### config.mk
export PLATFORM = sky130hd
export DESIGN_NAME = temp_alarm_output_logic
export DESIGN_NICKNAME = d
export VERILOG_FILES = /design/src/rtl/temp_alarm_pkg.sv /design/src/rtl/temp_limit_check.sv /design/src/rtl/temp_alarm_output_logic.sv
export SDC_FILE = /design/constraint.sdc
export NUM_CORES = 1
export LEC_CHECK = 0
export ABC_AREA = 0
export BUFFER_PORTS_ARGS = -buffer_cell sky130_fd_sc_hd__buf_4
export CORE_MARGIN = 5
export CORE_UTILIZATION = 50
export CTS_CLUSTER_DIAMETER = 100
export DETAILED_ROUTE_END_ITERATION = 6
export HOLD_SLACK_MARGIN = 0.03
export PLACE_DENSITY_LB_ADDON = 0.08
export SYNTH_ARGS = -nofsm -noshare
export SYNTH_HDL_FRONTEND = slang
export SYNTH_SLANG_ARGS = --single-unit
### constraint.sdc
create_clock -name CLK_SYS -period 1.9 [get_ports CLK_SYS]
set_clock_uncertainty 0.2 [all_clocks]
set_input_delay 0.285 -clock CLK_SYS [delete_from_list [all_inputs] [get_ports CLK_SYS]]
set_output_delay 0.285 -clock CLK_SYS [all_outputs]
set_load 0.1 [all_outputs]
### src/rtl/temp_alarm_pkg.sv
// Shared constants of the temperature alarm signalling logic.
// Assumes one system clock and an 8-bit register port from the serial engine.
package temp_alarm_pkg;

   // Register offsets, as the serial command byte selects them.
   localparam logic [7:0] ALARM_FLAGS_ADDR    = 8'h02;
   localparam logic [7:0] DEV_CONFIG_ADDR     = 8'h09;
   localparam logic [7:0] REMOTE_CRIT_ADDR    = 8'h19;
   localparam logic [7:0] LOCAL_CRIT_ADDR     = 8'h20;
   localparam logic [7:0] CRIT_HYST_ADDR      = 8'h21;
   localparam logic [7:0] ALARM_MODE_ADDR     = 8'hBF;

   // Values after power-on reset.
   localparam logic [7:0] DEV_CONFIG_RST      = 8'h00;
   localparam logic [7:0] ALARM_MODE_RST      = 8'h00;
   localparam logic [7:0] CRIT_SETPOINT_RST   = 8'h55;
   localparam logic [7:0] CRIT_HYST_RST       = 8'h0A;
   localparam logic [6:0] FLAGS_RST           = 7'h00;
   localparam logic [7:0] UNMAPPED_RDATA      = 8'h00;
   localparam logic [7:0] ARA_IDLE_BYTE       = 8'hFF;

   // Field positions.
   localparam int unsigned CFG_MASK_BIT       = 7;
   localparam int unsigned MODE_CMP_BIT       = 0;
   localparam int unsigned FLAG_BUSY_BIT      = 7;
   localparam int unsigned FLAG_LHIGH_BIT     = 6;
   localparam int unsigned FLAG_LLOW_BIT      = 5;
   localparam int unsigned FLAG_RHIGH_BIT     = 4;
   localparam int unsigned FLAG_RLOW_BIT      = 3;
   localparam int unsigned FLAG_OPEN_BIT      = 2;
   localparam int unsigned FLAG_REM_CRIT_BIT  = 1;
   localparam int unsigned FLAG_LOC_CRIT_BIT  = 0;

   // Flags that may pull the alarm line: all but busy and diode open.
   localparam logic [6:0] ALARM_FLAG_SET      = 7'h7B;

   // Channel numbering.
   localparam int unsigned CH_LOCAL           = 0;
   localparam int unsigned CH_REMOTE          = 1;

   // Alert response sequencer states.
   typedef enum logic [1:0]
   {
      ARA_IDLE = 2'b01,
      ARA_SEND = 2'b10
   } ara_state_t;

endpackage

### src/rtl/temp_limit_check.sv
// Limit comparison of one channel's conversion result.
// Assumes signed two's complement readings and setpoints in whole degrees.
`timescale 1ns/1ps
module temp_limit_check
(
   input  wire logic [7:0] temp,
   input  wire logic [7:0] high_limit,
   input  wire logic [7:0] low_limit,
   input  wire logic [7:0] crit_limit,
   input  wire logic [7:0] hyst,
   input  wire logic       crit_active,
   output logic            over_high,
   output logic            under_low,
   output logic            over_crit,
   output logic            crit_next
);

   logic signed [8:0] temp_s;
   logic signed [8:0] release_s;

   // Widen by one bit so that the setpoint minus a hysteresis of up to 128 cannot wrap.
   assign temp_s    = {temp[7], temp};
   assign release_s = $signed({crit_limit[7], crit_limit}) - $signed({1'b0, hyst});

   // Plain window comparisons on the new reading.
   assign over_high = $signed(temp) > $signed(high_limit);
   assign under_low = $signed(temp) < $signed(low_limit);
   assign over_crit = $signed(temp) > $signed(crit_limit);

   // Critical output sets above the setpoint and drops only below the hysteresis floor.
   // hysteresis release point
   assign crit_next = over_crit | (crit_active & ~(temp_s < release_s));

endmodule

### src/rtl/temp_alarm_output_logic.sv
// Alarm and critical-temperature output logic of a local/remote sensor.
// Assumes conversion results and register accesses arrive on the system clock
// from the converter and the serial engine; the pins are open drain outside.
//
// Functional notes
// - Comparator mode releases alarm when condition clears.
// - Only mode bit high selects comparator.
// - Mode bit low selects interrupt; default.
// - Interrupt alarm holds until status read or sent address.
// - Interrupt-mode status read sets mask if alarms set.
// - Mask set keeps alarm output released.
// - Latched flags cleared only by status read.
// - Clear-on-read only in interrupt mode.
// - Service read clears, releases, masks together.
// - Masked new over-limit result stays silent.
// - Alerting device answers alert response read.
// - Lowest address wins; loser keeps alarm.
// - Sent address releases alarm, sets mask.
// - Alert response only in interrupt mode.
// - Reset clears mask and mode bit.
// - Response byte is address then one.
// - No alerting device gives all ones.
// - Over critical drives critical low, flags.
// - Flags and critical updated per conversion.
// - Critical releases below setpoint minus hysteresis.
// - Unmasked alarm flag drives alarm low.
// - Diode open flag never raises alarm.
`timescale 1ns/1ps
module temp_alarm_output_logic
   import temp_alarm_pkg::*;
(
   input  wire logic       CLK_SYS,
   input  wire logic       RST_B,
   input  wire logic       REG_WR,
   input  wire logic       REG_RD,
   input  wire logic [7:0] REG_ADDR,
   input  wire logic [7:0] REG_WDATA,
   output logic      [7:0] REG_RDATA,
   input  wire logic       CONV_DONE,
   input  wire logic       CONV_REMOTE,
   input  wire logic [7:0] CONV_TEMP,
   input  wire logic       CONV_OPEN,
   input  wire logic       CONV_BUSY,
   input  wire logic [7:0] LOCAL_HIGH,
   input  wire logic [7:0] LOCAL_LOW,
   input  wire logic [7:0] REMOTE_HIGH,
   input  wire logic [7:0] REMOTE_LOW,
   input  wire logic [6:0] DEV_ADDR,
   input  wire logic       ARA_REQ,
   input  wire logic       ARA_DONE,
   input  wire logic       ARA_LOST,
   output logic            ARA_ACTIVE,
   output logic      [7:0] ARA_BYTE,
   input  wire logic       ALARM_OUT_N_I,
   output logic            ALARM_OUT_N_O,
   output logic            ALARM_OUT_N_OE_N,
   input  wire logic       CRITICAL_OUT_N_I,
   output logic            CRITICAL_OUT_N_O,
   output logic            CRITICAL_OUT_N_OE_N
);

   logic       rst_meta_q;
   logic       rst_sync_q;
   logic       rst_n;

   logic [7:0] dev_config_q;
   logic [7:0] dev_config_d;
   logic [7:0] alarm_mode_reg_q;
   logic [7:0] local_crit_setpoint_q;
   logic [7:0] remote_crit_setpoint_q;
   logic [7:0] crit_hysteresis_q;
   logic [6:0] flags_q;
   logic [6:0] flags_d;
   logic [6:0] conv_set;
   logic [6:0] conv_upd;
   logic [1:0] crit_active_q;
   logic [1:0] crit_active_d;
   logic       alarm_drive_q;
   logic       crit_drive_q;
   logic [7:0] rdata_q;
   logic [7:0] ara_byte_q;
   ara_state_t ara_state_q;
   ara_state_t ara_state_d;

   logic       cmp_mode;
   logic       mask_q;
   logic       status_read;
   logic       service_read;
   logic       ara_win;
   logic       alarm_pending;

   // Per-channel comparison inputs and results, index 0 local, 1 remote.
   logic [7:0] ch_high [2];
   logic [7:0] ch_low  [2];
   logic [7:0] ch_crit [2];
   logic [1:0] ch_over_high;
   logic [1:0] ch_under_low;
   logic [1:0] ch_over_crit;
   logic [1:0] ch_crit_next;

   // Reset is asserted at once and released through two flops.
   always_ff @(posedge CLK_SYS or negedge RST_B)
   begin
      if (!RST_B)
      begin
         rst_meta_q <= 1'b0;
         rst_sync_q <= 1'b0;
      end
      else
      begin
         rst_meta_q <= 1'b1;
         rst_sync_q <= rst_meta_q;
      end
   end
   assign rst_n = rst_sync_q;

   // Mode and mask decode.
   // comparator needs bit
   assign cmp_mode = alarm_mode_reg_q[MODE_CMP_BIT];
   assign mask_q   = dev_config_q[CFG_MASK_BIT];

   // A status read clears flags only in interrupt mode.
   // interrupt mode only
   assign status_read  = REG_RD && (REG_ADDR == ALARM_FLAGS_ADDR);
   assign service_read = status_read && !cmp_mode;

   // Flags that are allowed to raise the alarm, diode open and busy excluded.
   // open bit excluded
   assign alarm_pending = |(flags_q & ALARM_FLAG_SET);

   // Route the setpoints to the two comparator instances.
   assign ch_high[CH_LOCAL]  = LOCAL_HIGH;
   assign ch_high[CH_REMOTE] = REMOTE_HIGH;
   assign ch_low[CH_LOCAL]   = LOCAL_LOW;
   assign ch_low[CH_REMOTE]  = REMOTE_LOW;
   assign ch_crit[CH_LOCAL]  = local_crit_setpoint_q;
   assign ch_crit[CH_REMOTE] = remote_crit_setpoint_q;

   // One comparator per channel; both see the same reading, only the
   // channel named by the conversion uses its answer.
   genvar ch;
   generate
      for (ch = 0; ch < 2; ch++)
      begin : g_chan
         temp_limit_check u_check
         (
            .temp        (CONV_TEMP),
            .high_limit  (ch_high[ch]),
            .low_limit   (ch_low[ch]),
            .crit_limit  (ch_crit[ch]),
            .hyst        (crit_hysteresis_q),
            .crit_active (crit_active_q[ch]),
            .over_high   (ch_over_high[ch]),
            .under_low   (ch_under_low[ch]),
            .over_crit   (ch_over_crit[ch]),
            .crit_next   (ch_crit_next[ch])
         );
         // Critical state moves only when this channel finishes a conversion.
         // per conversion update
         assign crit_active_d[ch] = (CONV_DONE && (CONV_REMOTE == (ch == CH_REMOTE)))
                                    ? ch_crit_next[ch] : crit_active_q[ch];
      end
   endgenerate

   // Flags produced by the conversion that completes in this cycle.
   // critical sets flag
   always_comb
   begin
      conv_set = 7'h00;
      conv_upd = 7'h00;
      if (CONV_DONE)
      begin
         if (CONV_REMOTE)
         begin
            conv_upd[FLAG_RHIGH_BIT] = 1'b1;
            conv_upd[FLAG_RLOW_BIT]  = 1'b1;
            conv_upd[FLAG_OPEN_BIT]  = 1'b1;
            conv_upd[FLAG_REM_CRIT_BIT] = 1'b1;
            conv_set[FLAG_RHIGH_BIT] = ch_over_high[CH_REMOTE];
            conv_set[FLAG_RLOW_BIT]  = ch_under_low[CH_REMOTE];
            conv_set[FLAG_OPEN_BIT]  = CONV_OPEN;
            conv_set[FLAG_REM_CRIT_BIT] = ch_over_crit[CH_REMOTE];
         end
         else
         begin
            conv_upd[FLAG_LHIGH_BIT] = 1'b1;
            conv_upd[FLAG_LLOW_BIT]  = 1'b1;
            conv_upd[FLAG_LOC_CRIT_BIT] = 1'b1;
            conv_set[FLAG_LHIGH_BIT] = ch_over_high[CH_LOCAL];
            conv_set[FLAG_LLOW_BIT]  = ch_under_low[CH_LOCAL];
            conv_set[FLAG_LOC_CRIT_BIT] = ch_over_crit[CH_LOCAL];
         end
      end
   end

   // Interrupt mode latches flags until a status read; a set arriving in the
   // same cycle as that read survives it. Comparator mode tracks each reading.
   always_comb
   begin
      flags_d = flags_q;
      if (cmp_mode)
      begin
         flags_d = (flags_q & ~conv_upd) | conv_set;
      end
      else
      begin
         flags_d = (service_read ? FLAGS_RST : flags_q) | conv_set;
      end
   end

   // Configuration next value; hardware setting the mask wins over a host write.
   always_comb
   begin
      dev_config_d = dev_config_q;
      if (REG_WR && (REG_ADDR == DEV_CONFIG_ADDR))
      begin
         dev_config_d = REG_WDATA;
      end
      if (service_read && alarm_pending)
      begin
         dev_config_d[CFG_MASK_BIT] = 1'b1;
      end
      if (ara_win)
      begin
         dev_config_d[CFG_MASK_BIT] = 1'b1;
      end
   end

   // Flag register.
   always_ff @(posedge CLK_SYS or negedge rst_n)
   begin
      if (!rst_n)
      begin
         flags_q <= FLAGS_RST;
      end
      else
      begin
         flags_q <= flags_d;
      end
   end

   // Critical channel state.
   always_ff @(posedge CLK_SYS or negedge rst_n)
   begin
      if (!rst_n)
      begin
         crit_active_q <= 2'b00;
      end
      else
      begin
         crit_active_q <= crit_active_d;
      end
   end

   // Software-written registers.
   // reset clears mask, mode
   always_ff @(posedge CLK_SYS or negedge rst_n)
   begin
      if (!rst_n)
      begin
         dev_config_q           <= DEV_CONFIG_RST;
         alarm_mode_reg_q       <= ALARM_MODE_RST;
         local_crit_setpoint_q  <= CRIT_SETPOINT_RST;
         remote_crit_setpoint_q <= CRIT_SETPOINT_RST;
         crit_hysteresis_q      <= CRIT_HYST_RST;
      end
      else
      begin
         dev_config_q <= dev_config_d;
         if (REG_WR)
         begin
            case (REG_ADDR)
               ALARM_MODE_ADDR:  alarm_mode_reg_q       <= {7'h00, REG_WDATA[MODE_CMP_BIT]};
               LOCAL_CRIT_ADDR:  local_crit_setpoint_q  <= REG_WDATA;
               REMOTE_CRIT_ADDR: remote_crit_setpoint_q <= REG_WDATA;
               CRIT_HYST_ADDR:   crit_hysteresis_q      <= REG_WDATA;
               default:          ;
            endcase
         end
      end
   end

   // Read data is registered and shows the flags as they were before the clear.
   always_ff @(posedge CLK_SYS or negedge rst_n)
   begin
      if (!rst_n)
      begin
         rdata_q <= UNMAPPED_RDATA;
      end
      else if (REG_RD)
      begin
         case (REG_ADDR)
            ALARM_FLAGS_ADDR: rdata_q <= {CONV_BUSY, flags_q};
            DEV_CONFIG_ADDR:  rdata_q <= dev_config_q;
            ALARM_MODE_ADDR:  rdata_q <= alarm_mode_reg_q;
            LOCAL_CRIT_ADDR:  rdata_q <= local_crit_setpoint_q;
            REMOTE_CRIT_ADDR: rdata_q <= remote_crit_setpoint_q;
            CRIT_HYST_ADDR:   rdata_q <= crit_hysteresis_q;
            default:          rdata_q <= UNMAPPED_RDATA;
         endcase
      end
   end
   assign REG_RDATA = rdata_q;

   // Alert response sequencer. Only an interrupt-mode device that is pulling
   // the line takes part; losing arbitration leaves the alarm untouched so the
   // host's next response read finds this device again.
   always_comb
   begin
      ara_state_d = ara_state_q;
      ara_win     = 1'b0;
      case (ara_state_q)
         ARA_IDLE:
         begin
            if (ARA_REQ && !cmp_mode && alarm_drive_q)
            begin
               ara_state_d = ARA_SEND;
            end
         end
         ARA_SEND:
         begin
            if (ARA_DONE)
            begin
               ara_win     = 1'b1;
               ara_state_d = ARA_IDLE;
            end
            else if (ARA_LOST)
            begin
               ara_state_d = ARA_IDLE;
            end
         end
         default:
         begin
            ara_state_d = ARA_IDLE;
         end
      endcase
   end

   // Sequencer state.
   always_ff @(posedge CLK_SYS or negedge rst_n)
   begin
      if (!rst_n)
      begin
         ara_state_q <= ARA_IDLE;
      end
      else
      begin
         ara_state_q <= ara_state_d;
      end
   end

   // Response byte; all ones while not answering, as an undriven line reads.
   always_ff @(posedge CLK_SYS or negedge rst_n)
   begin
      if (!rst_n)
      begin
         ara_byte_q <= ARA_IDLE_BYTE;
      end
      else if (ara_state_d == ARA_SEND)
      begin
         ara_byte_q <= {DEV_ADDR, 1'b1};
      end
      else
      begin
         ara_byte_q <= ARA_IDLE_BYTE;
      end
   end
   assign ARA_BYTE   = ara_byte_q;
   assign ARA_ACTIVE = (ara_state_q == ARA_SEND);

   // Alarm drive follows the next flags and mask, so a service read or a won
   // response releases the line in the same edge that clears or masks.
   always_ff @(posedge CLK_SYS or negedge rst_n)
   begin
      if (!rst_n)
      begin
         alarm_drive_q <= 1'b0;
      end
      else
      begin
         alarm_drive_q <= !dev_config_d[CFG_MASK_BIT] && |(flags_d & ALARM_FLAG_SET);
      end
   end

   // Critical line is low while either channel is latched critical and not yet below its release point.
   always_ff @(posedge CLK_SYS or negedge rst_n)
   begin
      if (!rst_n)
      begin
         crit_drive_q <= 1'b0;
      end
      else
      begin
         crit_drive_q <= |crit_active_d;
      end
   end

   // Open-drain pins: data is always low, the enable decides.
   // open-drain enables
   assign ALARM_OUT_N_O       = 1'b0;
   assign ALARM_OUT_N_OE_N    = !alarm_drive_q;
   assign CRITICAL_OUT_N_O    = 1'b0;
   assign CRITICAL_OUT_N_OE_N = !crit_drive_q;

endmodule

Yosys cells after proc, flatten, opt, wreduce, memory -nomap -nowiden
Cells that the tools add are included.
Widths: inputs -> output; s select.
{"block": "classes", "add_sub_neg": 2, "magnitude_cmp": 8, "eq_ne": 9, "mux": 23, "bitwise_logic": 11, "reduce_logical": 20}
{"operator": "$pmux 8 s6", "n": 1}
{"operator": "$gt 8x8->1", "n": 4}
{"operator": "$mux 7", "n": 4}
{"operator": "$lt 8x9->1", "n": 2}
{"operator": "$sub 8x9->9", "n": 2}
{"operator": "$eq 8x6->1 const B", "n": 2}
{"operator": "$lt 8x8->1", "n": 2}
{"operator": "$mux 8", "n": 2}
{"operator": "$or 7x7->7", "n": 2}
{"operator": "$reduce_or 6->1", "n": 2}
{"operator": "$mux 2", "n": 5}
{"operator": "$logic_and 1x1->1", "n": 9}
{"operator": "$eq 8x2->1 const B", "n": 1}
{"operator": "$eq 8x4->1 const B", "n": 1}
{"operator": "$eq 8x5->1 const B", "n": 1}
{"operator": "$eq 8x8->1 const B", "n": 1}
{"operator": "$mux 1", "n": 8}
{"operator": "$mux 4", "n": 2}
{"operator": "$reduce_and 2->1", "n": 4}
{"operator": "$and 7x7->7", "n": 1}
{"operator": "$not 7->7", "n": 1}
{"operator": "$eq 2x2->1 const B", "n": 2}
{"operator": "$logic_not 1->1", "n": 4}
{"operator": "$pmux 2 s2", "n": 1}
{"operator": "other kinds (5)", "n": 9}
{"block": "totals", "regBits": 64, "in_bits": 76, "out_inout_bits": 21}

Longest topological paths before layout
Gate-level depths: netlist (run 1).
{"block": "logic_depth", "ltp_word": 8, "mapped_depth": 16, "depth_no_buf": 16}

Cells and area by module
From an unflattened synthesis (run 1), not the netlist that was laid out.
{"block": "hier_totals", "hier_cells": 519, "area_unflattened_um2": 5101.1}
{"module": "temp_alarm_output_logic", "n_inst": 1, "cells_per_inst": 222, "area_per_inst_um2": 2836.5}
{"module": "temp_limit_check (g_chan[0].u_check)", "n_inst": 1, "cells_per_inst": 150, "area_per_inst_um2": 1136.1}
{"module": "temp_limit_check (g_chan[1].u_check)", "n_inst": 1, "cells_per_inst": 147, "area_per_inst_um2": 1128.6}

Least setup slack after synthesis (run 1)
OpenSTA, ideal clock, no wires.
{"block": "synth_timing", "path_kind": "register to register", "from": "reg local_crit_setpoint_q[0]", "to": "reg crit_drive_q", "arrival_ns": 2.873, "required_time_ns": 1.567, "path_slack_ns": -1.305, "stages_incl_launch_ff": 17, "cell_sequence": "dfstp_2 > inv_1 > ha_1 > fa_1 > nor2b_1 > o21ai_0 > a21oi_1 > o21ai_0 > a21oi_1 > xnor2_1 > ha_1 > nor2_1 > nand4_1 > a31oi_1 > o211ai_1 > a311o_1 > nand4b_1"}
{"block": "synth_via", "elab_chain_cells": 7, "word_cells_on_any_way": 8}
{"item": "start, declared", "line": "temp_alarm_output_logic.sv:69", "source": "logic [7:0] local_crit_setpoint_q;"}
{"item": "start signal, assigned", "line": "temp_alarm_output_logic.sv:263", "source": "local_crit_setpoint_q <= CRIT_SETPOINT_RST;"}
{"item": "start signal, assigned", "line": "temp_alarm_output_logic.sv:274", "source": "LOCAL_CRIT_ADDR: local_crit_setpoint_q <= REG_WDATA;"}
{"item": "$sub 8x9->9", "line": "temp_limit_check.sv:23", "source": "assign release_s = $signed({crit_limit[7], crit_limit}) - $signed({1'b0, hyst});"}
{"item": "$lt 8x9->1", "line": "temp_limit_check.sv:32", "source": "assign crit_next = over_crit | (crit_active & ~(temp_s < release_s));"}
{"item": "$not 1->1", "line": "temp_limit_check.sv:32"}
{"item": "$and 1x1->1", "line": "temp_limit_check.sv:32"}
{"item": "$or 1x1->1 *", "line": "temp_limit_check.sv:32"}
{"item": "$mux 1 *", "line": "temp_alarm_output_logic.sv:161", "source": "? ch_crit_next[ch] : crit_active_q[ch];"}
{"item": "named net crit_active_d[0]", "line": "temp_alarm_output_logic.sv:77", "source": "logic [1:0] crit_active_d;"}
{"item": "$reduce_or 2->1 *", "line": "temp_alarm_output_logic.sv:394", "source": "crit_drive_q <= |crit_active_d;"}
{"item": "end signal, assigned", "line": "temp_alarm_output_logic.sv:394"}
{"item": "end, declared", "line": "temp_alarm_output_logic.sv:79", "source": "logic crit_drive_q;"}
The timed path passes the listed nets; every way through them passes the cells marked *.
A chain may end at the register's enable or synchronous reset.

Worst setup path in the final report (run 1)
Ends and elaborated chain as after synthesis.

==> results of run 1 <==
final cells by class:
type | count | area (um2)
multi-input combinational | 381 | 3247
fill | 712 | 2333
timing repair buffer | 235 | 1843
sequential | 63 | 1600
inverter | 79 | 301.5
tap | 133 | 166.4
clock buffer | 10 | 127.6
clock inverter | 6 | 110.1
Yosys cell counts (3+ instances only):
master	count
a221oi_1	7
buf_4	3
nand2_1	40
a2111oi_0	3
o21a_1	4
dfrtp_1	45
a221o_1	3
nor3_1	7
nor4b_1	3
a31oi_1	6
nand3_1	5
o211ai_1	5
xnor2_1	10
ha_1	80
and4_1	3
and3_1	4
or3_1	9
nor2_1	12
nor4_1	4
buf_2	6
nand4b_1	3
nor2b_1	10
nand4_1	9
o22ai_1	9
mux2i_1	10
dfstp_2	18
a21o_1	8
a21oi_1	20
o21ai_0	34
mux2_2	24
inv_1	79
nand2b_1	10
what timing repair did:
| item | 4_1_cts | 5_1_grt |
|---|---|---|
| buffers inserted | 10 | 3 |
| pin swaps | 22 | 11 |
| resized for setup | 19 | 12 |
| endpoints found under the hold margin | 40 | 0 |
| hold buffers | 17 | 0 |
| setup endpoints to repair | 6 | 19 |
path summary, 6_finish.rpt:
| path | end | slack, ns | cells past startpoint |
|---|---|---|---|
| hold / removal | dev_config_q[0] | 0.07 | 1 |
| setup / recovery | crit_drive_q | -1.35 | 15 |
| setup reg to reg | crit_drive_q | -1.35 | 15 |
| hold reg to reg | dev_config_q[0] | 0.07 | 1 |
| max in group asynchronous | crit_hysteresis_q[3] | 1.10 | 1 |
| min in group CLK_SYS | dev_config_q[7] | 0.07 | 2 |
layer usage:
| metal | part of all wire | routed length, um | global-route usage | up-vias |
|---|---|---|---|---|
| met5 | 0 | 0 | 0 | - |
| met4 | 0.036 | 563 | 0.1069 | 0 |
| met3 | 0.053 | 817 | 0.04991 | 37 |
| met2 | 0.52 | 8057 | 0.4753 | 147 |
| met1 | 0.39 | 6025 | 0.3003 | 2366 |
| li1 | - | - | - | 2381 |
flip-flops by register name, indices dropped and copies added (netlist names):
signal / cells
ara_state_q: 2
REG_RDATA: 8
crit_drive_q: 1
local_crit_setpoint_q: 8
alarm_drive_q: 1
rst_n: 1
remote_crit_setpoint_q: 8
rst_meta_q: 1
dev_config_q: 8
crit_active_q: 2
alarm_mode_reg_q: 1
ARA_BYTE: 7
flags_q: 7
crit_hysteresis_q: 8
kinds of logic after synthesis:
| family | after synthesis |
|---|---|
| DFF | 63 |
| other | 2 |
| adders and majority gates | 82 |
| AOI/OAI and AO/OA | 117 |
| muxes | 34 |
| buffers and inverters | 90 |
| and+or+nand+nor | 132 |
| xor gates and xnor gates | 12 |
stage by stage:
step,power [mW],hold slack (ns),utilization,TNS (ns)
after CTS,4.744,0.04561,0.7526,-4.740
final,4.785,0.06595,0.7602,-4.547
after detailed placement,3.238,-0.1312,0.6943,-13.18
after floorplan,2.574,-0.2106,-,-3.963
after global routing,5.038,0.05857,0.7602,-5.237
after global placement,3.165,-0.1325,0.6943,-10.11
report_power, final:
group	switching (mW)	internal, mW
registers	0.0692	1.47
clock network	0.548	0.870
logic	0.944	0.881
total	1.56	3.22
==> metrics.csv, run 1 <==
stage,metric,value,unit
status,status,finished with violations,
status,failing checks,setup timing,
global_routing,initial antenna violation count,0,
setup_path,CP bufs+invs,1,
layout,"most common cell after layout, fill and taps aside",buf_4,
layout,Final nets,927,
power_and_ir_drop,pwr dens,647.0,mW/mm2
logic_synthesis,async set-reset flop share out of synthesis,1.000,
drt,1st-iter DRT viols,264,
flow_run,# Max-Cap Violations,0,
logic_synthesis,#FFs+latches synth,63,
floorplanning,# rows,36,
timing,Final Critical Period,3.250,ns
logic_synthesis,sequential area share after synthesis,0.3209,
logic_synthesis,synthesized netlist cell count,532,
logic_synthesis,area share of the largest cell type after synthesis,0.2260,
floorplanning,Core Region,0.009729,mm2
logic_synthesis,XOR/XNOR Fraction of Synth Area,0.02109,
floorplanning,initial cell density of the core,0.5122,
timing,Achievable Freq,0.3077,GHz
setup_path,r2r startpoint,local_crit_setpoint_q[0],
setup_path,CP max FO,2,
clock_tree,cts bufs inserted,9,
setup_path,cell repeated most along the worst path,o21ai_1,
drt,DR WL/cell,17.05,um
layout,P&R area growth vs syn,48.41,%
drt,Via density,5.437,
setup_path,slowest cell delay on critical path,0.54,ns
clock_tree,Skew-Pair Late Insertion Delay,0.34,ns
timing,post-route clock period utilization,1.711,
place,GP Congestion,0.8818,
setup_path,family with the most delay on the worst path,compound AO/OA/AOI/OAI gates,
clock_tree,Clock Root Buffer,clkbuf_8,
floorplanning,io pins,97,
place,PortBufs,91,
global_routing,Overall Global Routing Usage,0.2622,
setup_path,Critical-path top delay cell,dfstp_2,
timing,Worst Max-Slew Pin Slew,0.5738,ns
timing,RSZ-0062 raised after global routing,yes,
logic_synthesis,Yosys top cell by area,dfrtp_1,
timing,Rel. slew slack,0.6149,
setup_path,WS Path Type,reg2reg,
place,Cells after DPL,862,
setup_path,"Data arrival, critical path",3.27,ns
floorplanning,Die Y,109.8,um
place,Final HPWL DP,12200,um
layout,most frequent cells in the layout,"213 x buf_4, 71 x inv_1, 71 x ha_1",
drt,routed vias,4931,
global_routing,pin count of the biggest net entering global routing,62,
global_routing,GRT Residual Overflow,0,
timing,"Hold Violations, Final",0,
global_routing,first-pass GRT wire length,24290,um
setup_path,crit-path cells,inv_2 > ha_4 > fa_2 > nor2b_1 > o21ai_1 > a21oi_1 > o21ai_1 > a21oi_2 > xnor2_1 > ha_2 > nand4_1 > a31oi_1 > o211ai_1 > a311o_1 > nand4b_1,
clock_tree,clock-pin slew on the worst setup and hold paths,0.08,ns
power_and_ir_drop,worst vdd ir,0.0005331,V
logic_synthesis,"EDFF count, synth",0,
drt,drt first pass iters,5,
setup_path,CP Capture Type,flop,
drt,Post-Route WL,15460,um
clock_tree,CTS tree,done,
drt,DRC viols,0,
drt,Routed Antenna Nets,0,
layout,share of cells above drive strength 1,0.4096,
logic_synthesis,syn_area_per_cell,9.368,um2
min_path,Hold Crit Class,reg2async,
logic_synthesis,simple-gate portion of the synthesized area,0.1484,
layout,Non-Filler Instances,907,
place,setup slack after placement,-1.416,ns
clock_tree,H-tree level count,3,
setup_path,crit path from,local_crit_setpoint_q[0],
logic_synthesis,top post-synthesis cells by area,"dfrtp_1 23%, ha_1 20%, dfstp_2 9.5%",
timing,Final setup viols,6,
setup_path,"Req. time, crit path",1.92,ns
timing,final setup margin,-1.350,ns
logic_synthesis,Netlist Area Pre-Place,0.004984,mm2
logic_synthesis,yosys warns,0,
logic_synthesis,Netlist cell types,62,
layout,Ant. Diodes,0,
logic_synthesis,Most used DFF post-synth,dfrtp_1,
timing,max-slew violation count,0,
logic_synthesis,largest family of logic cells by synthesized area,adder cells,
layout,design area,0.007396,mm2
logic_synthesis,complex-gate fraction of the synthesized area,0.1534,
power_and_ir_drop,Pleak,3.636,nW
floorplanning,die area,0.01206,mm2
clock_tree,clk sinks,63,
place,DP Area,0.006755,mm2
floorplanning,Die X,109.8,um
logic_synthesis,post-synthesis adder-cell area fraction,0.2089,
global_routing,number of global-route vias before repair,5145,
setup_path,CP Launch Type,flop,
logic_synthesis,multiplexer share of the synthesized area,0.07432,
clock_tree,CTS Buffer Depth,2,
No activity file was read; power rests on OpenSTA's default activity.
==> run 2: changes to the inputs <==
Settings changed: CTS_CLUSTER_DIAMETER 100 to 200.
Clock period 1.9 ns to 3.25 ns, I/O delays scaled along.
==> metrics.csv, run 2 (synthesis results as in run 1) <==
stage,metric,value,unit
power_and_ir_drop,worst vdd ir,0.0003092,V
setup_path,WS Path Type,reg2reg,
clock_tree,Clock Root Buffer,clkbuf_8,
power_and_ir_drop,internal power,1.665,mW
global_routing,GRT Residual Overflow,0,
drt,Via density,5.550,
timing,RSZ-0062 raised after global routing,yes,
drt,routed vias,4379,
setup_path,"Req. time, crit path",3.26,ns
timing,max-slew violation count,0,
layout,P&R area growth vs syn,25.48,%
floorplanning,# rows,36,
floorplanning,Die X,109.8,um
power_and_ir_drop,Switching Share,0.3355,
drt,DRC viols,0,
layout,final core area utilization,0.6427,
power_and_ir_drop,part of the power in combinational logic,0.339,
layout,# fillers,853,
setup_path,"Data arrival, critical path",3.24,ns
flow_run,# Max-Cap Violations,0,
power_and_ir_drop,Clk pwr share,0.294,
timing,Rel. slew slack,0.4360,
power_and_ir_drop,switching pwr,0.8406,mW
place,setup slack after placement,-0.2958,ns
clock_tree,Skew-Pair Late Insertion Delay,0.33,ns
layout,share of cells above drive strength 1,0.3018,
global_routing,first-pass GRT wire length,21540,um
drt,Post-Route WL,13450,um
drt,DR WL/cell,17.05,um
timing,Setup TNS Final,0,ns
clock_tree,clock-pin slew on the worst setup and hold paths,0.07,ns
floorplanning,initial cell density of the core,0.5122,
power_and_ir_drop,share of power burned in registers,0.366,
timing,Final Critical Period,3.226,ns
timing,final setup margin,0.02402,ns
min_path,Hold Crit Class,in2reg,
power_and_ir_drop,Pleak,3.062,nW
setup_path,CP max FO,2,
global_routing,Overall Global Routing Usage,0.2313,
global_routing,number of global-route vias before repair,4661,
setup_path,CP Launch Type,flop,
clock_tree,cts bufs inserted,9,
clock_tree,H-tree level count,3,
clock_tree,clk sinks,63,
timing,post-route clock period utilization,0.9926,
global_routing,initial antenna violation count,0,
layout,most frequent cells in the layout,"116 x buf_4, 78 x inv_1, 77 x ha_1",
drt,1st-iter DRT viols,160,
timing,Achievable Freq,0.3100,GHz
global_routing,pin count of the biggest net entering global routing,38,
timing,Worst Max-Slew Pin Slew,0.8460,ns
layout,"most common cell after layout, fill and taps aside",buf_4,
drt,drt first pass iters,5,
layout,Ant. Diodes,0,
floorplanning,io pins,97,
floorplanning,Core Region,0.009729,mm2
power_and_ir_drop,pwr dens,400.7,mW/mm2
timing,"Hold Violations, Final",0,
place,PortBufs,91,
status,status,finished clean,
floorplanning,Die Y,109.8,um
floorplanning,die area,0.01206,mm2
clock_tree,CTS Buffer Depth,2,
clock_tree,CTS tree,done,
setup_path,CP Capture Type,flop,
drt,Routed Antenna Nets,0,
timing,final hold slack,0.1422,ns
timing,Final setup viols,0,
place,GP Congestion,0.8472,
place,Final HPWL DP,11040,um
layout,Final nets,809,
-- run 2: what timing repair did --
item | 4_1_cts | 5_1_grt
pin swaps | 6 | 7
setup buffers | 2 | 2
setup endpoints to repair | 3 | 3
endpoints found under the hold margin | 2 | 0
hold buffers | 1 | 0
gates resized for setup | 9 | 20
-- run 2: per-layer routing --
layer	GRT usage	vias up	wire, um
li1	-	2144	-
met1	0.2756	2081	5431
met2	0.4051	124	6913
met3	0.04991	30	742
met4	0.08816	0	366
met5	0	-	0
-- run 2: final cells by class --
class                      instances  area (um2)  share of cell area
clock inverter                     6       85.08             0.01361
tap                              133       166.4             0.02661
multi-input combinational        381        3097              0.4952
sequential                        63        1600              0.2559
inverter                          79       296.5             0.04742
timing repair buffer             117       880.8              0.1409
clock buffer                      10       127.6             0.02041
-- run 2: critical path, stage by stage (launching register included) --
cell      delay [ns]
dfstp_2         0.54
inv_2           0.05
ha_4            0.15
fa_2            0.35
nor2b_2         0.13
o21ai_2         0.07
a21oi_2         0.16
o21ai_2         0.09
a21oi_2         0.16
xnor2_1         0.09
ha_2            0.33
nand4_1         0.08
a31oi_1         0.17
o211ai_1        0.11
a311o_1         0.29
nand4b_1        0.17
-- run 2: final timing paths --
path	start	endpoint	slack, ns	cells past startpoint
worst max-delay path	local_crit_setpoint_q[0]	crit_drive_q	0.02	15
worst min-delay path	DEV_ADDR[4]	ARA_BYTE[5]	0.14	2
worst max register to register	local_crit_setpoint_q[0]	crit_drive_q	0.02	15
worst min register to register	rst_meta_q	rst_n	0.16	0
max in group asynchronous	rst_n	remote_crit_setpoint_q[2]	1.87	1
min in group asynchronous	rst_n	dev_config_q[7]	0.18	0
-- run 2: stage by stage --
stage,area [um2],total power [mW],std cells
after floorplan,4991,1.473,534
after CTS,6195,2.501,787
after global placement,5939,1.699,768
after global routing,6254,2.658,789
after detailed placement,5939,1.739,768
final,6254,2.506,789
-- run 2: power groups by stage --
stage	registers (mW)	clock network (mW)	logic, mW
after floorplan	0.945	0	0.527
after global placement	0.929	0	0.770
after detailed placement	0.931	0	0.808
after CTS	0.919	0.753	0.829
after global routing	0.928	0.779	0.950
final	0.918	0.737	0.850
==> run 3: changes to the inputs <==
Settings changed: BUFFER_PORTS_ARGS -buffer_cell sky130_fd_sc_hd__buf_4 to -buffer_cell sky130_fd_sc_hd__clkbuf_2.
==> metrics.csv, run 3 (synthesis results as in run 1) <==
stage,metric,value,unit
status,status,finished clean,
layout,Non-Filler Instances,791,
layout,most frequent cells in the layout,"91 x clkbuf_2, 77 x inv_1, 77 x ha_1",
power_and_ir_drop,part of the power in combinational logic,0.326,
setup_path,family with the most delay on the worst path,compound AO/OA/AOI/OAI gates,
layout,final core area utilization,0.6219,
clock_tree,clock-pin slew on the worst setup and hold paths,0.07,ns
setup_path,CP Capture Type,flop,
power_and_ir_drop,worst vdd ir,0.0003456,V
power_and_ir_drop,switching pwr,0.8478,mW
layout,# fillers,872,
timing,final setup margin,0.05621,ns
setup_path,r2r startpoint,local_crit_setpoint_q[0],
clock_tree,H-tree level count,3,
power_and_ir_drop,share of power burned in registers,0.366,
global_routing,Overall Global Routing Usage,0.2289,
clock_tree,cts bufs inserted,9,
timing,"Hold Violations, Final",0,
drt,drt first pass iters,4,
setup_path,Reg2Reg Setup Slack,0.06,ns
drt,1st-iter DRT viols,261,
flow_run,# Max-Cap Violations,0,
setup_path,slowest cell delay on critical path,0.54,ns
timing,Achievable Freq,0.3131,GHz
place,setup slack after placement,-0.2045,ns
place,DP Area,0.005734,mm2
min_path,Hold Crit Class,reg2async,
clock_tree,Clock Root Buffer,clkbuf_8,
floorplanning,# rows,36,
setup_path,CP bufs+invs,1,
setup_path,R2R cell count,15,
setup_path,CP Launch Type,flop,
drt,DRC viols,0,
setup_path,worst setup path endpoint,crit_drive_q,
global_routing,GRT Residual Overflow,0,
floorplanning,die area,0.01206,mm2
place,GP Congestion,0.8620,
global_routing,pin count of the biggest net entering global routing,42,
timing,RSZ-0062 raised after global routing,yes,
layout,Final nets,811,
clock_tree,Skew-Pair Late Insertion Delay,0.34,ns
setup_path,Critical-path top delay cell,dfstp_2,
timing,Final setup viols,0,
drt,Routed Antenna Nets,0,
setup_path,CP max FO,2,
setup_path,WS Path Type,reg2reg,
power_and_ir_drop,Switching Share,0.3382,
power_and_ir_drop,pwr dens,414.3,mW/mm2
setup_path,crit-path cells,inv_2 > ha_4 > fa_2 > nor2b_1 > o21ai_2 > a21oi_2 > o21ai_2 > a21oi_2 > xnor2_1 > ha_2 > nand4_1 > a31oi_1 > o211ai_1 > a311o_1 > nand4b_1,
timing,Rel. slew slack,0.6272,
timing,Final Critical Period,3.194,ns
setup_path,"Req. time, crit path",3.27,ns
place,Cells after DPL,771,
floorplanning,io pins,97,
layout,"most common cell after layout, fill and taps aside",clkbuf_2,
drt,Post-Route WL,13070,um
timing,max-slew violation count,0,
floorplanning,Die X,109.8,um
timing,post-route clock period utilization,0.9827,
global_routing,number of global-route vias before repair,4484,
floorplanning,Core Region,0.009729,mm2
setup_path,r2r endpoint,crit_drive_q,
clock_tree,CTS Buffer Depth,2,
layout,Ant. Diodes,0,
floorplanning,Die Y,109.8,um
power_and_ir_drop,internal power,1.659,mW
floorplanning,initial cell density of the core,0.5122,
drt,routed vias,4361,
clock_tree,clk sinks,63,
place,PortBufs,91,
layout,P&R area growth vs syn,21.42,%
drt,Via density,5.513,
place,Final HPWL DP,10830,um
power_and_ir_drop,Clk pwr share,0.308,
global_routing,first-pass GRT wire length,21250,um
setup_path,"Data arrival, critical path",3.21,ns
layout,design area,0.006051,mm2
clock_tree,CTS tree,done,
setup_path,crit path from,local_crit_setpoint_q[0],
timing,Worst Max-Slew Pin Slew,0.5558,ns
global_routing,initial antenna violation count,0,
drt,DR WL/cell,16.53,um
layout,share of cells above drive strength 1,0.3024,
setup_path,WP depth,15,
power_and_ir_drop,Pleak,3.012,nW
run 3: metal layers:
metal,GRT usage,vias up,share of wire
met5,0,-,0
met4,0.06679,0,0.018
met3,0.05167,17,0.054
met2,0.3925,107,0.50
met1,0.2871,2086,0.43
li1,-,2151,-
run 3: power groups by stage:
stage | sequential (mW) | combinational (mW) | clock, mW
after detailed placement | 0.929 | 0.779 | 0
final | 0.917 | 0.818 | 0.772
after global routing | 0.927 | 0.924 | 0.811
after global placement | 0.925 | 0.747 | 0
after floorplan | 0.945 | 0.527 | 0
after CTS | 0.915 | 0.793 | 0.783
run 3: metrics by stage:
step / hold WS [ns] / power [mW] / TNS, ns
CTS: 0.05350 / 2.492 / -0.04336
detailed placement: 0.04599 / 1.708 / -0.2311
global placement: 0.04054 / 1.672 / -0.1243
finish: 0.04532 / 2.507 / 0
floorplan: -0.008091 / 1.473 / 0
global route: 0.08683 / 2.661 / -0.2380
run 3: worst register-to-register path, delay by kind of cell (launching register included):
kind                     cells  cell delay (ns)
buffers and inverters        1             0.05
AND/OR/NAND/NOR              3             0.38
AO/OA/AOI/OAI                7             1.01
XOR/XNOR                     1             0.08
adder cells (fa/ha/maj)      3             0.80
flip-flops                   1             0.54
run 3: worst min path at each step:
stage | cells after the start | to | startpoint | slack (ns)
3_3_place_gp | 0 | alarm_drive_q | rst_n | 0.04
5_1_grt | 0 | alarm_drive_q | rst_n | 0.09
4_1_cts | 0 | alarm_drive_q | rst_n | 0.05
3_5_place_dp | 0 | alarm_drive_q | rst_n | 0.05
6_report | 0 | alarm_drive_q | rst_n | 0.05
2_1_floorplan | 0 | rst_meta_q | RST_B | -0.008
run 3: final cells by class:
class                      count  area (um2)  area share
timing repair buffer         119       668.1      0.1104
clock inverter                 5       81.33     0.01344
clock buffer                  11       141.4     0.02337
inverter                      79       296.5     0.04901
sequential                    63        1600      0.2645
tap                          133       166.4     0.02750
multi-input combinational    381        3097      0.5118
run 3: repair_timing:
action                     CTS  global route
hold buffers                 1             0
setup endpoints to repair    3             3
resized for setup            5            21
pin swaps                    4            13
hold endpoints to repair     2             0
setup buffers                1             2
